## src/core/aisr_pkg.sv

```systemverilog
// Package: register map, field layout, reset values and timing
package aisr_pkg;
  // Register offsets
  localparam logic [7:0] ADDR_INT_STATUS = 8'h00;
  localparam logic [7:0] ADDR_TEMP_OUT = 8'h01;
  localparam logic [7:0] ADDR_X_LO = 8'h04;
  localparam logic [7:0] ADDR_X_HI = 8'h05;
  localparam logic [7:0] ADDR_Y_LO = 8'h06;
  localparam logic [7:0] ADDR_Y_HI = 8'h07;
  localparam logic [7:0] ADDR_Z_LO = 8'h08;
  localparam logic [7:0] ADDR_Z_HI = 8'h09;
  localparam logic [7:0] ADDR_VECTOR_MAGNITUDE_OUTPUT_LO = 8'h0A;
  localparam logic [7:0] ADDR_VECTOR_MAGNITUDE_OUTPUT_HI = 8'h0B;
  localparam logic [7:0] ADDR_SENS_CFG1 = 8'h15;
  localparam logic [7:0] ADDR_SENS_CFG3 = 8'h17;
  localparam logic [7:0] ADDR_BUF_CFG1 = 8'h26;
  localparam logic [7:0] ADDR_RSVD_A = 8'h39;
  localparam logic [7:0] ADDR_RSVD_B = 8'h3A;
  localparam logic [7:0] ADDR_FIRST = 8'h00;

  // Status bit positions
  localparam int BIT_NEW_SAMPLE = 7;
  localparam int BIT_OVERRUN = 6;
  localparam int BIT_BUFFER = 5;
  localparam int BIT_OUTSIDE = 4;
  localparam int BIT_WITHIN = 3;
  localparam int BIT_ORIENT = 2;
  localparam int BIT_AUTO_SLEEP = 1;
  localparam int BIT_BOOT = 0;

  // Control field positions
  localparam int BIT_ACTIVATE = 0;
  localparam int BIT_TRIG_SEL = 1;
  localparam int BIT_SOFT_RST = 7;
  localparam int BIT_BYTE_ORDER = 0;
  localparam int BIT_BUF_MODE_LO = 0;
  localparam int BIT_BUF_MODE_HI = 1;
  localparam int BIT_BUF_FLUSH = 7;

  // Values after reset
  localparam logic [7:0] RST_INT_STATUS = 8'h01;
  localparam logic [7:0] RST_RSVD_A = 8'h00;
  localparam logic [7:0] RST_RSVD_B = 8'h00;
  localparam logic [1:0] RST_BUF_MODE = 2'h0;
  localparam logic RST_BYTE_ORDER = 1'b0;

  // Timing
  localparam int CLK_KHZ = 40000;
  localparam int PULSE_US = 5000;
  localparam int PULSE_CYC = (PULSE_US * CLK_KHZ) / 1000;
  localparam logic [1:0] STRAP_SETTLE_CYC = 2'h3;

  // Operating modes
  typedef enum logic [2:0]
  {
    AISR_STANDBY = 3'b001,
    AISR_ACTIVE = 3'b010,
    AISR_EXTERNAL_TRIGGER_STATE = 3'b100
  } aisr_mode_t;
endpackage

```

## src/core/aisr_pulse.sv

```systemverilog
// Self-clearing interrupt pulse timer
`timescale 1ns/1ps
module aisr_pulse #(
  parameter int WIDTH_CYC = aisr_pkg::PULSE_CYC
) (
  input wire logic clk_sys,
  input wire logic srst,
  input wire logic ce,
  input wire logic start,
  input wire logic stop,
  output logic pulse_out
);
  localparam int CW = $clog2(WIDTH_CYC + 1);
  localparam logic [CW-1:0] LAST = CW'(WIDTH_CYC - 1);

  logic [CW-1:0] count;
  wire at_end = (count == LAST);

  always_ff @(posedge clk_sys)
  begin
    if (srst)
    begin
      pulse_out <= 1'b0;
      count <= '0;
    end
    else if (ce)
    begin
      if (stop)
      begin
        pulse_out <= 1'b0;
        count <= '0;
      end
      else if (start)
      begin
        pulse_out <= 1'b1;
        count <= '0;
      end
      else if (pulse_out)
      begin
        pulse_out <= !at_end;
        count <= at_end ? '0 : count + 1'b1;
      end
    end
  end
endmodule

```

## src/core/aisr_top.sv

```systemverilog
// Interrupt source status, mode control and register tail of the sensor
// Operation
// - Auto-increment goes from first reserved to second, then wraps to zero.
// - Going from active to standby leaves every register unchanged.
// - Power-on, brown-out or hibernate exit restores register defaults.
// - Status flags clear when leaving standby for active or trigger state.
// - Sample bytes are little-endian right or big-endian left justified.
// - Buffer contents marked invalid on leaving standby.
// - Configuration writes only in standby; activate except in trigger state; reset, purge anytime.
// - Writes to the activate bit are ignored in the trigger state.
// - Status byte at zero: eight read-only flags, only boot resets to one.
// - New-sample flag sets when a fresh result set arrives.
// - Reading any axis or magnitude output clears the new-sample flag.
// - Buffer mode nonzero holds the new-sample flag at zero.
// - Strap low: output reads clear the flag, and the interrupt level one cycle later.
// - Strap high: data-ready interrupt is a pulse of the motion width.
// - Entering standby ends a running data-ready pulse at once.
// - Overrun flag sets when new results latch before previous were read.
// - No overrun if an axis register was read before new results.
// - Reading the status register clears the overrun flag.
// - Buffer mode nonzero holds the overrun flag at zero.
`timescale 1ns/1ps
module aisr_top #(
  parameter int PULSE_CYCLES = aisr_pkg::PULSE_CYC
) (
  input wire logic clk_sys,
  input wire logic srst,
  input wire logic ce,
  input wire logic hibernate_exit,
  input wire logic wake_strap,
  input wire logic sample_clk,
  input wire logic [11:0] accel_x,
  input wire logic [11:0] accel_y,
  input wire logic [11:0] accel_z,
  input wire logic [11:0] vector_magnitude_output,
  input wire logic [7:0] temp_data,
  input wire logic buffer_event_in,
  input wire logic outside_threshold_in,
  input wire logic within_threshold_in,
  input wire logic orientation_change_in,
  input wire logic auto_sleep_in,
  input wire logic host_addr_load,
  input wire logic [7:0] host_addr,
  input wire logic host_rd,
  input wire logic host_wr,
  input wire logic [7:0] host_wdata,
  output logic [7:0] host_rdata,
  output logic [7:0] addr_pointer,
  output logic int_data_ready,
  output logic [2:0] op_mode,
  output logic byte_order_select,
  output logic buffer_flush,
  output logic buffer_invalid
);
  // Byte of a 12-bit result in the selected order
  function automatic logic [7:0] sample_byte(input logic [11:0] d,
                                             input logic hi,
                                             input logic be);
    logic [7:0] b;
    b = 8'h00;
    if (be)
      b = hi ? {d[3:0], 4'h0} : d[11:4];
    else
      b = hi ? {4'h0, d[11:8]} : d[7:0];
    return b;
  endfunction

  function automatic logic is_axis(input logic [7:0] a);
    return (a >= aisr_pkg::ADDR_X_LO) && (a <= aisr_pkg::ADDR_Z_HI);
  endfunction

  function automatic logic is_vector_magnitude_output(input logic [7:0] a);
    return (a == aisr_pkg::ADDR_VECTOR_MAGNITUDE_OUTPUT_LO) || (a == aisr_pkg::ADDR_VECTOR_MAGNITUDE_OUTPUT_HI);
  endfunction

  aisr_pkg::aisr_mode_t mode;
  aisr_pkg::aisr_mode_t next_mode;

  logic activate;
  logic trig_sel;
  logic [1:0] buf_mode;
  logic [7:0] rsvd_a;
  logic soft_rst;
  logic new_sample_flag;
  logic sample_overrun_flag;
  logic boot_complete_flag;
  logic unread_set;
  logic [11:0] lat_x;
  logic [11:0] lat_y;
  logic [11:0] lat_z;
  logic [11:0] lat_vector_magnitude_output;
  logic [7:0] lat_temp;
  logic [2:0] smp_sync;
  logic smp_level;
  logic [2:0] strap_sync;
  logic [1:0] strap_cnt;
  logic strap_done;
  logic wake_high;
  logic pulse_level;
  logic [7:0] rd_mux;
  logic [7:0] next_ptr;

  // Registers lost on any reset source
  wire reg_rst = srst | hibernate_exit | soft_rst;

  wire in_standby = (mode == aisr_pkg::AISR_STANDBY);
  wire in_ext = (mode == aisr_pkg::AISR_EXTERNAL_TRIGGER_STATE);
  wire buf_on = (buf_mode != 2'h0);
  wire leave_standby = in_standby & (next_mode != aisr_pkg::AISR_STANDBY);
  wire enter_standby = !in_standby &
                       (next_mode == aisr_pkg::AISR_STANDBY);

  // Host access decode at the current pointer
  wire acc_rd = host_rd;
  wire acc_wr = host_wr;
  wire wr_cfg1 = acc_wr & (addr_pointer == aisr_pkg::ADDR_SENS_CFG1);
  wire wr_cfg3 = acc_wr & (addr_pointer == aisr_pkg::ADDR_SENS_CFG3);
  wire wr_buf1 = acc_wr & (addr_pointer == aisr_pkg::ADDR_BUF_CFG1);
  wire wr_rsvd_a = acc_wr & (addr_pointer == aisr_pkg::ADDR_RSVD_A);
  wire rd_status = acc_rd & (addr_pointer == aisr_pkg::ADDR_INT_STATUS);
  wire rd_axis = acc_rd & is_axis(addr_pointer);
  wire rd_output = acc_rd & (is_axis(addr_pointer) |
                             is_vector_magnitude_output(addr_pointer));

  // Filtered link level and its rising edge
  wire smp_agree = (smp_sync[1] == smp_sync[2]);
  wire smp_rise = smp_agree & smp_sync[2] & !smp_level;
  wire latch_set = smp_rise & !in_standby;

  // Sticky flags, set wins over clear
  wire next_new_sample = !buf_on & (latch_set |
    (new_sample_flag & !rd_output & !leave_standby));
  wire next_overrun = !buf_on & ((latch_set & unread_set) |
    (sample_overrun_flag & !rd_status & !leave_standby));
  wire next_unread = latch_set |
    (unread_set & !rd_axis & !leave_standby);
  wire next_boot = boot_complete_flag & !rd_status & !leave_standby;

  wire [7:0] status_byte = {new_sample_flag,
                            sample_overrun_flag,
                            buffer_event_in & buf_on,
                            outside_threshold_in,
                            within_threshold_in,
                            orientation_change_in,
                            auto_sleep_in,
                            boot_complete_flag};

  // Pointer: reserved_a to reserved_b, then wrap to the first register
  wire [7:0] inc_ptr = (addr_pointer == aisr_pkg::ADDR_RSVD_B) ?
                       aisr_pkg::ADDR_FIRST :
                       addr_pointer + 8'h01;
  wire acc_any = acc_rd | acc_wr;
  assign next_ptr = host_addr_load ? host_addr :
                    acc_any ? inc_ptr : addr_pointer;

  wire pulse_start = wake_high & latch_set & !buf_on;
  wire next_irq = wake_high ? pulse_level : new_sample_flag;

  always_comb
  begin
    next_mode = mode;
    case (mode)
      aisr_pkg::AISR_STANDBY:
      begin
        if (activate)
          next_mode = trig_sel ? aisr_pkg::AISR_EXTERNAL_TRIGGER_STATE :
                                 aisr_pkg::AISR_ACTIVE;
      end
      aisr_pkg::AISR_ACTIVE:
      begin
        if (!activate)
          next_mode = aisr_pkg::AISR_STANDBY;
      end
      aisr_pkg::AISR_EXTERNAL_TRIGGER_STATE:
        next_mode = aisr_pkg::AISR_EXTERNAL_TRIGGER_STATE;
      default:
        next_mode = aisr_pkg::AISR_STANDBY;
    endcase
  end

  always_comb
  begin
    rd_mux = 8'h00;
    case (addr_pointer)
      aisr_pkg::ADDR_INT_STATUS: rd_mux = status_byte;
      aisr_pkg::ADDR_TEMP_OUT: rd_mux = lat_temp;
      aisr_pkg::ADDR_X_LO: rd_mux = sample_byte(lat_x, 1'b0,
                                                byte_order_select);
      aisr_pkg::ADDR_X_HI: rd_mux = sample_byte(lat_x, 1'b1,
                                                byte_order_select);
      aisr_pkg::ADDR_Y_LO: rd_mux = sample_byte(lat_y, 1'b0,
                                                byte_order_select);
      aisr_pkg::ADDR_Y_HI: rd_mux = sample_byte(lat_y, 1'b1,
                                                byte_order_select);
      aisr_pkg::ADDR_Z_LO: rd_mux = sample_byte(lat_z, 1'b0,
                                                byte_order_select);
      aisr_pkg::ADDR_Z_HI: rd_mux = sample_byte(lat_z, 1'b1,
                                                byte_order_select);
      aisr_pkg::ADDR_VECTOR_MAGNITUDE_OUTPUT_LO: rd_mux = sample_byte(lat_vector_magnitude_output, 1'b0,
                                                   byte_order_select);
      aisr_pkg::ADDR_VECTOR_MAGNITUDE_OUTPUT_HI: rd_mux = sample_byte(lat_vector_magnitude_output, 1'b1,
                                                   byte_order_select);
      aisr_pkg::ADDR_SENS_CFG1: rd_mux = {6'h00, trig_sel, activate};
      aisr_pkg::ADDR_SENS_CFG3: rd_mux = {7'h00, byte_order_select};
      aisr_pkg::ADDR_BUF_CFG1: rd_mux = {6'h00, buf_mode};
      aisr_pkg::ADDR_RSVD_A: rd_mux = rsvd_a;
      aisr_pkg::ADDR_RSVD_B: rd_mux = aisr_pkg::RST_RSVD_B;
      default: rd_mux = 8'h00;
    endcase
  end

  // Link level: three stages, change counted once stages two and three agree
  always_ff @(posedge clk_sys)
  begin
    if (srst)
    begin
      smp_sync <= 3'h0;
      smp_level <= 1'b0;
    end
    else if (ce)
    begin
      smp_sync <= {smp_sync[1:0], sample_clk};
      if (smp_agree)
        smp_level <= smp_sync[2];
    end
  end

  // Wake strap caught once, after the release of reset
  always_ff @(posedge clk_sys)
  begin
    if (srst)
    begin
      strap_sync <= 3'h0;
      strap_cnt <= 2'h0;
      strap_done <= 1'b0;
      wake_high <= 1'b0;
    end
    else if (ce)
    begin
      strap_sync <= {strap_sync[1:0], wake_strap};
      if (strap_cnt != aisr_pkg::STRAP_SETTLE_CYC)
        strap_cnt <= strap_cnt + 2'h1;
      else if (!strap_done && strap_sync[1] == strap_sync[2])
      begin
        wake_high <= strap_sync[2];
        strap_done <= 1'b1;
      end
    end
  end

  // Operating mode and control registers
  always_ff @(posedge clk_sys)
  begin
    if (reg_rst)
    begin
      mode <= aisr_pkg::AISR_STANDBY;
      activate <= 1'b0;
      trig_sel <= 1'b0;
      buf_mode <= aisr_pkg::RST_BUF_MODE;
      byte_order_select <= aisr_pkg::RST_BYTE_ORDER;
      rsvd_a <= aisr_pkg::RST_RSVD_A;
      soft_rst <= 1'b0;
    end
    else if (ce)
    begin
      mode <= next_mode;
      soft_rst <= wr_cfg1 & host_wdata[aisr_pkg::BIT_SOFT_RST];
      if (wr_cfg1 && !in_ext)
        activate <= host_wdata[aisr_pkg::BIT_ACTIVATE];
      if (wr_cfg1 && in_standby)
        trig_sel <= host_wdata[aisr_pkg::BIT_TRIG_SEL];
      if (wr_cfg3 && in_standby)
        byte_order_select <= host_wdata[aisr_pkg::BIT_BYTE_ORDER];
      if (wr_buf1 && in_standby)
        buf_mode <= host_wdata[aisr_pkg::BIT_BUF_MODE_HI:
                               aisr_pkg::BIT_BUF_MODE_LO];
      if (wr_rsvd_a && in_standby)
        rsvd_a <= host_wdata;
    end
  end

  // Status flags and latched results
  always_ff @(posedge clk_sys)
  begin
    if (reg_rst)
    begin
      new_sample_flag <= 1'b0;
      sample_overrun_flag <= 1'b0;
      boot_complete_flag <= aisr_pkg::RST_INT_STATUS[aisr_pkg::BIT_BOOT];
      unread_set <= 1'b0;
      lat_x <= 12'h000;
      lat_y <= 12'h000;
      lat_z <= 12'h000;
      lat_vector_magnitude_output <= 12'h000;
      lat_temp <= 8'h00;
    end
    else if (ce)
    begin
      new_sample_flag <= next_new_sample;
      sample_overrun_flag <= next_overrun;
      boot_complete_flag <= next_boot;
      unread_set <= next_unread;
      if (latch_set)
      begin
        lat_x <= accel_x;
        lat_y <= accel_y;
        lat_z <= accel_z;
        lat_vector_magnitude_output <= vector_magnitude_output;
        lat_temp <= temp_data;
      end
    end
  end

  // Host port, pointer and outputs
  always_ff @(posedge clk_sys)
  begin
    if (reg_rst)
    begin
      host_rdata <= 8'h00;
      addr_pointer <= aisr_pkg::ADDR_FIRST;
      int_data_ready <= 1'b0;
      op_mode <= aisr_pkg::AISR_STANDBY;
      buffer_flush <= 1'b0;
      buffer_invalid <= 1'b0;
    end
    else if (ce)
    begin
      if (acc_rd)
        host_rdata <= rd_mux;
      addr_pointer <= next_ptr;
      int_data_ready <= next_irq;
      op_mode <= next_mode;
      buffer_flush <= wr_buf1 & host_wdata[aisr_pkg::BIT_BUF_FLUSH];
      buffer_invalid <= leave_standby;
    end
  end

  aisr_pulse #(
    .WIDTH_CYC(PULSE_CYCLES)
  ) u_pulse (
    .clk_sys(clk_sys),
    .srst(reg_rst),
    .ce(ce),
    .start(pulse_start),
    .stop(enter_standby),
    .pulse_out(pulse_level)
  );
endmodule

```

## config.mk

```make
export PLATFORM = sky130hd
export DESIGN_NAME = aisr_top
export DESIGN_NICKNAME = d
export VERILOG_FILES = /design/src/core/aisr_pkg.sv /design/src/core/aisr_pulse.sv /design/src/core/aisr_top.sv
export SDC_FILE = /design/constraint.sdc
export NUM_CORES = 1
export LEC_CHECK = 0
export BUFFER_PORTS_ARGS = -buffer_cell sky130_fd_sc_hd__buf_2
export CAP_MARGIN = 0
export CORE_MARGIN = 3
export CORE_UTILIZATION = 39
export DETAILED_ROUTE_END_ITERATION = 6
export HOLD_SLACK_MARGIN = 0.08
export PLACE_DENSITY = 0.58
export SLEW_MARGIN = 20
export SYNTH_ARGS = -nofsm -noshare
export SYNTH_HDL_FRONTEND = slang
export SYNTH_SLANG_ARGS = --single-unit
```

## constraint.sdc

```tcl
create_clock -name clk_sys -period 3.8 [get_ports clk_sys]
set_input_delay 0.76 -clock clk_sys [delete_from_list [all_inputs] [get_ports clk_sys]]
set_output_delay 0.76 -clock clk_sys [all_outputs]
set_load 0.01 [all_outputs]
```

* Yosys cells after proc, flatten, opt, wreduce, memory -nomap -nowiden
Index checks and enable logic that the tools add are counted.
** Word-level totals
- Bits in writable memories :: 0
- Latch bits :: 0
- Memories kept :: 0
- Memory bits (read-only) :: 0
- Register bits :: 126
- Bits of input ports :: 86
- Output and inout bits :: 23
- Logic and storage cells :: 151
** Operators by class
- Mux-type cells :: 24
- Equality and inequality tests :: 23
- Multipliers :: 0
- $lt $le $gt $ge :: 2
- Divide/modulo/power cells :: 0
- Reductions and logical operators :: 34
- Shift-type cells :: 0
- Add/subtract/negate cells :: 3
- Bitwise gates (word level) :: 36
** Operator list (count)
- case mux 8 bit (14 select lines) :: 1
- 2-to-1 mux 8 bit :: 11
- 2-to-1 mux 18 bit :: 4
- equality test 8 x 3 -> 1 bit, second input constant :: 4
- equality test 8 x 4 -> 1 bit, second input constant :: 4
- bitwise AND 1 bit :: 28
- equality test 8 x 6 -> 1 bit, second input constant :: 3
- AND reduction 2 bit :: 11
- adder 18 x 1 -> 18 bit, second input constant :: 1
- equality test 18 bit, second input constant :: 1
- equality test 8 x 5 -> 1 bit, second input constant :: 2
- zero test 1 bit :: 10
- 2-to-1 mux 3 bit :: 3
- case mux 3 bit (3 select lines) :: 1
- adder 8 x 1 -> 8 bit, second input constant :: 1
- equality test 8 x 1 -> 1 bit, second input constant :: 1
- greater-or-equal comparator 8 x 3 -> 1 bit, second input constant :: 1
- less-or-equal comparator 8 x 4 -> 1 bit, second input constant :: 1
- zero test 8 bit :: 1
- logical AND 1 bit :: 7
- OR 1 bit :: 7
- equality test 3 x 1 -> 1 bit, second input constant :: 2
- 2-to-1 mux 1 bit :: 4
- nonzero test 2 bit :: 2
- 10 further kinds :: 11

* Depth between registers and ports, before layout
- Depth in word-level cells :: 9
- Mapped depth :: 9
- Depth with buffers taken out :: 7

* Modules after synthesis
Synthesis repeated with hierarchy kept, for this count alone.
** Second synthesis, totals
- Cells, all modules :: 800
- Area total of the unflattened synthesis :: 6562.5 µm²
** Modules (own cells, without submodules)
- aisr_top :: area each 5630.4 µm², cells an instance 699, instances 1
- aisr_pulse :: area each 932.1 µm², cells an instance 101, instances 1

* Worst setup path before layout
No wires, ideal clock.
- Kind :: input to register
- Start point :: input port hibernate_exit
- End point :: register u_pulse.count[6]
- Cell stages on the path :: 6
- Arrival :: 2.352 ns
- Setup time :: 0.062 ns
- Buffers on the path :: 1
- Path slack :: 1.386 ns
- Path through :: or3_1 > clkbuf_1 > a31o_1 > a2111o_1 > or4_1 > nand3_1
** On the way
- Word-level cells in the longest chain between the ends :: 2
** Ends and longest elaborated chain
- start: declaration :: RTL line aisr_top.sv:29 : input wire logic hibernate_exit,
- OR 1 bit (2 in a row) :: RTL line aisr_top.sv:104 : wire reg_rst = srst | hibernate_exit | soft_rst;
- end signal: assignment :: RTL line aisr_pulse.sv:41 : count <= at_end ? '0 : count + 1'b1;
- end: declaration :: RTL line aisr_pulse.sv:16 : logic [CW-1:0] count;
Every way passes these cells.
A chain may end at the register's enable or synchronous reset.

==> impl_metrics.json <==
{
  "antenna_left": 0,
  "initial_core_util": 0.4039,
  "end_kind": "flip-flop",
  "powerDensity_nw_per_um2": 423.0,
  "grt.overflow.total": 0,
  "synth.net_count": 915,
  "ys_warn_count": 0,
  "status": "finished, final reports clean",
  "syn_area_um2": 6509,
  "grt_max_degree": 58,
  "grt_pass1_wl_mm": 31.97,
  "root_buffer": "clkbuf_16",
  "drv_cap": 0,
  "synth_seq_cells": 126,
  "fmax_ghz": 0.3601,
  "finalMaxSlewViolations": 0,
  "vias_per_cell": 5.652,
  "ys_seq_area_frac": 0.3875,
  "die_h_um": 135.2,
  "synthAdderAreaFrac": 0.01538,
  "cts_resized": 0,
  "rows": 46,
  "clkTransAtPathRegs_ns": 0.06,
  "final.min_clock_period_ns": 2.777,
  "holdCritPathClass": "reg -> reg",
  "antenna_found_initial": 2,
  "utilization": 0.4889,
  "dieArea_um2": 18280,
  "postCtsSetupBuffers": 0,
  "gp_congestion": 0.8842,
  "worstPathRequired_ns": 4.11,
  "drive_gt1_frac": 0.1837,
  "yosysUniqueCellTypes": 71,
  "synth-edff-count": 0,
  "placed_cells": 1104,
  "clk_latency_ns": 0.42,
  "cp-startpoint": "op_mode[0]",
  "dr.pass1.iters": 5,
  "die_w_um": 135.2,
  "wl_mm": 20.04,
  "total_power_mw": 3.333,
  "peakVddDrop_uv": 315.0,
  "synth-compound-area-share": 0.2366,
  "cts_tree": "built",
  "r2r-start": "op_mode[0]",
  "async_flop_share": 0,
  "first_iter_violations": 614,
  "rsz0062_at_grt": "false",
  "crit_end": "u_pulse.count[16]",
  "start_kind": "flip-flop",
  "regArea_um2": 2524,
  "ctsHoldBuffers": 0,
  "setup_violations": 0,
  "drc": 0,
  "final_cell_mix": "nand2_1, dfxtp_1, buf_2",
  "synthCells": 821,
  "final_common_cell": "nand2_1",
  "yosys-mux-area-fraction": 0.06959,
  "arrival_ns": 3.09,
  "num_vias": 6432,
  "final.setup.tns_ns": 0,
  "max-clock-path-buffers": 2,
  "cp_max_fo": 12,
  "wire_per_inst_um": 17.61,
  "synth-simple-area-share": 0.2401,
  "cts.htree.levels": 4,
  "grt_pass1_vias": 5905,
  "io_pins": 109,
  "area_growth_pct": 21.05,
  "skew_ns": 0.006820,
  "grt_usage": 0.2196,
  "reg2regPathDepth": 6,
  "multi_input_area_um2": 3687,
  "p_leak_nw": 2.728,
  "synth.avg_cell_area_um2": 7.928,
  "clkSinkCount": 126,
  "port_buffers": 108,
  "dp.final_hpwl_mm": 14.02,
  "synth_top_family_by_area": "simple AND/OR/NAND/NOR gates",
  "core_area_um2": 16120,
  "worstSetupPathType": "reg -> reg",
  "finalHoldViolCount": 0,
  "fin_cells": 1138,
  "numCtsBuffers": 17,
  "period_share": 0.7308,
  "reg2reg_slack_ns": 1.02,
  "slew_headroom": 0.3475,
  "synth_xor_area_frac": 0.002691,
  "num-nets-final": 1001,
  "synth-main-ff-cell": "dfxtp_1",
  "filler_cell_count": 1645,
  "timing.rr.end": "u_pulse.count[16]",
  "tightest_slew_ns": 0.9787
}
==> synth_stat cells, types with 4 or more instances <==
library cell | n | area, µm²
a211oi_1 | 10 | 75.07
a21o_1 | 5 | 37.54
a21oi_1 | 88 | 440.4
a221oi_1 | 9 | 78.83
a22oi_1 | 15 | 112.6
a31oi_1 | 5 | 31.28
a32o_1 | 4 | 40.04
and2_1 | 7 | 43.79
and3_1 | 18 | 112.6
and4_1 | 4 | 35.03
buf_1 | 6 | 22.52
buf_2 | 13 | 65.06
clkbuf_1 | 37 | 138.9
dfxtp_1 | 126 | 2522
ha_1 | 8 | 100.1
inv_1 | 20 | 75.07
mux2i_1 | 43 | 430.4
nand2_1 | 151 | 566.8
nand2b_1 | 9 | 56.30
nand3_1 | 23 | 115.1
nand3b_1 | 5 | 37.54
nand4_1 | 6 | 37.54
nor2_1 | 51 | 191.4
nor2b_1 | 7 | 43.79
nor3_1 | 9 | 45.04
nor3b_1 | 4 | 30.03
nor4_1 | 9 | 56.30
nor4b_1 | 4 | 35.03
o21ai_0 | 36 | 180.2
o22ai_1 | 13 | 81.33
o31ai_1 | 4 | 30.03
or3_1 | 8 | 50.05
==> per-layer routing <==
layer  vias to the layer above  track usage  wire [µm]
li1                       3167            -          -
met1                      3006       0.3227       9461
met2                       229       0.3183       8812
met3                        30      0.04829       1404
met4                         0      0.07335        362
met5                         -            0          0
==> power breakdown <==
group / total, mW / switching, mW / internal [mW]
sequential: 1.34 / 0.0117 / 1.33
clock: 1.79 / 0.601 / 1.18
combinational: 0.205 / 0.123 / 0.0824
total: 3.33 / 0.735 / 2.60
==> worst max-delay path, cell delays in order, from the launching register on <==
cell,delay (ns)
dfxtp_1,0.48
nor3b_1,0.53
o31ai_1,0.21
a221oi_2,0.85
buf_4,0.29
o2bb2a_1,0.23
o41ai_1,0.07
==> metrics by stage <==
| step | setup WS [ns] | hold slack (ns) | cell area, µm² |
|---|---|---|---|
| CTS | 1.058 | 0.4618 | 7874 |
| global route | 0.8496 | 0.4867 | 7879 |
| global placement | 0.8685 | 0.4504 | 7221 |
| detailed placement | 0.8622 | 0.4525 | 7221 |
| finish | 1.023 | 0.4622 | 7879 |
| floorplan | 1.386 | 0.4278 | 6509 |
==> flip-flops by register name, indices dropped and copies added, names as in the netlist, 2 cells and up <==
name                         cells
addr_pointer                     8
buf_mode                         2
host_rdata                       8
lat_temp                         8
lat_vector_magnitude_output     12
lat_x                           12
lat_y                           12
lat_z                           12
op_mode                          3
rsvd_a                           8
smp_sync                         3
strap_cnt                        2
strap_sync                       3
u_pulse.count                   18
==> logic make-up (layout without fill, tap and decap cells) <==
logic type	Yosys count	in the layout
other cells	0	2
xor+xnor	2	2
fa+ha+maj	8	8
simple gates	327	327
buf+inv	78	177
mux	45	45
compound gates	235	235
flops	126	126
==> worst min path at each step <==
stage	start	endpoint	slack, ns	depth (start not counted)
global route	lat_temp[1]	lat_temp[1]	0.49	2
floorplan	strap_done	strap_done	0.43	2
finish	lat_temp[1]	lat_temp[1]	0.46	2
detailed placement	strap_done	strap_done	0.45	2
global placement	strap_done	strap_done	0.45	2
CTS	lat_temp[5]	lat_temp[5]	0.46	2
==> area by class of cell <==
type,instances,share of cell area
inverter,21,0.01000
clock inverter,9,0.01969
antenna,2,0.0006352
sequential,126,0.3203
multi-input combinational,617,0.4680
timing repair buffer,124,0.08385
clock buffer,23,0.06320
tap,216,0.03430
Power figures use the tool's default switching activity.
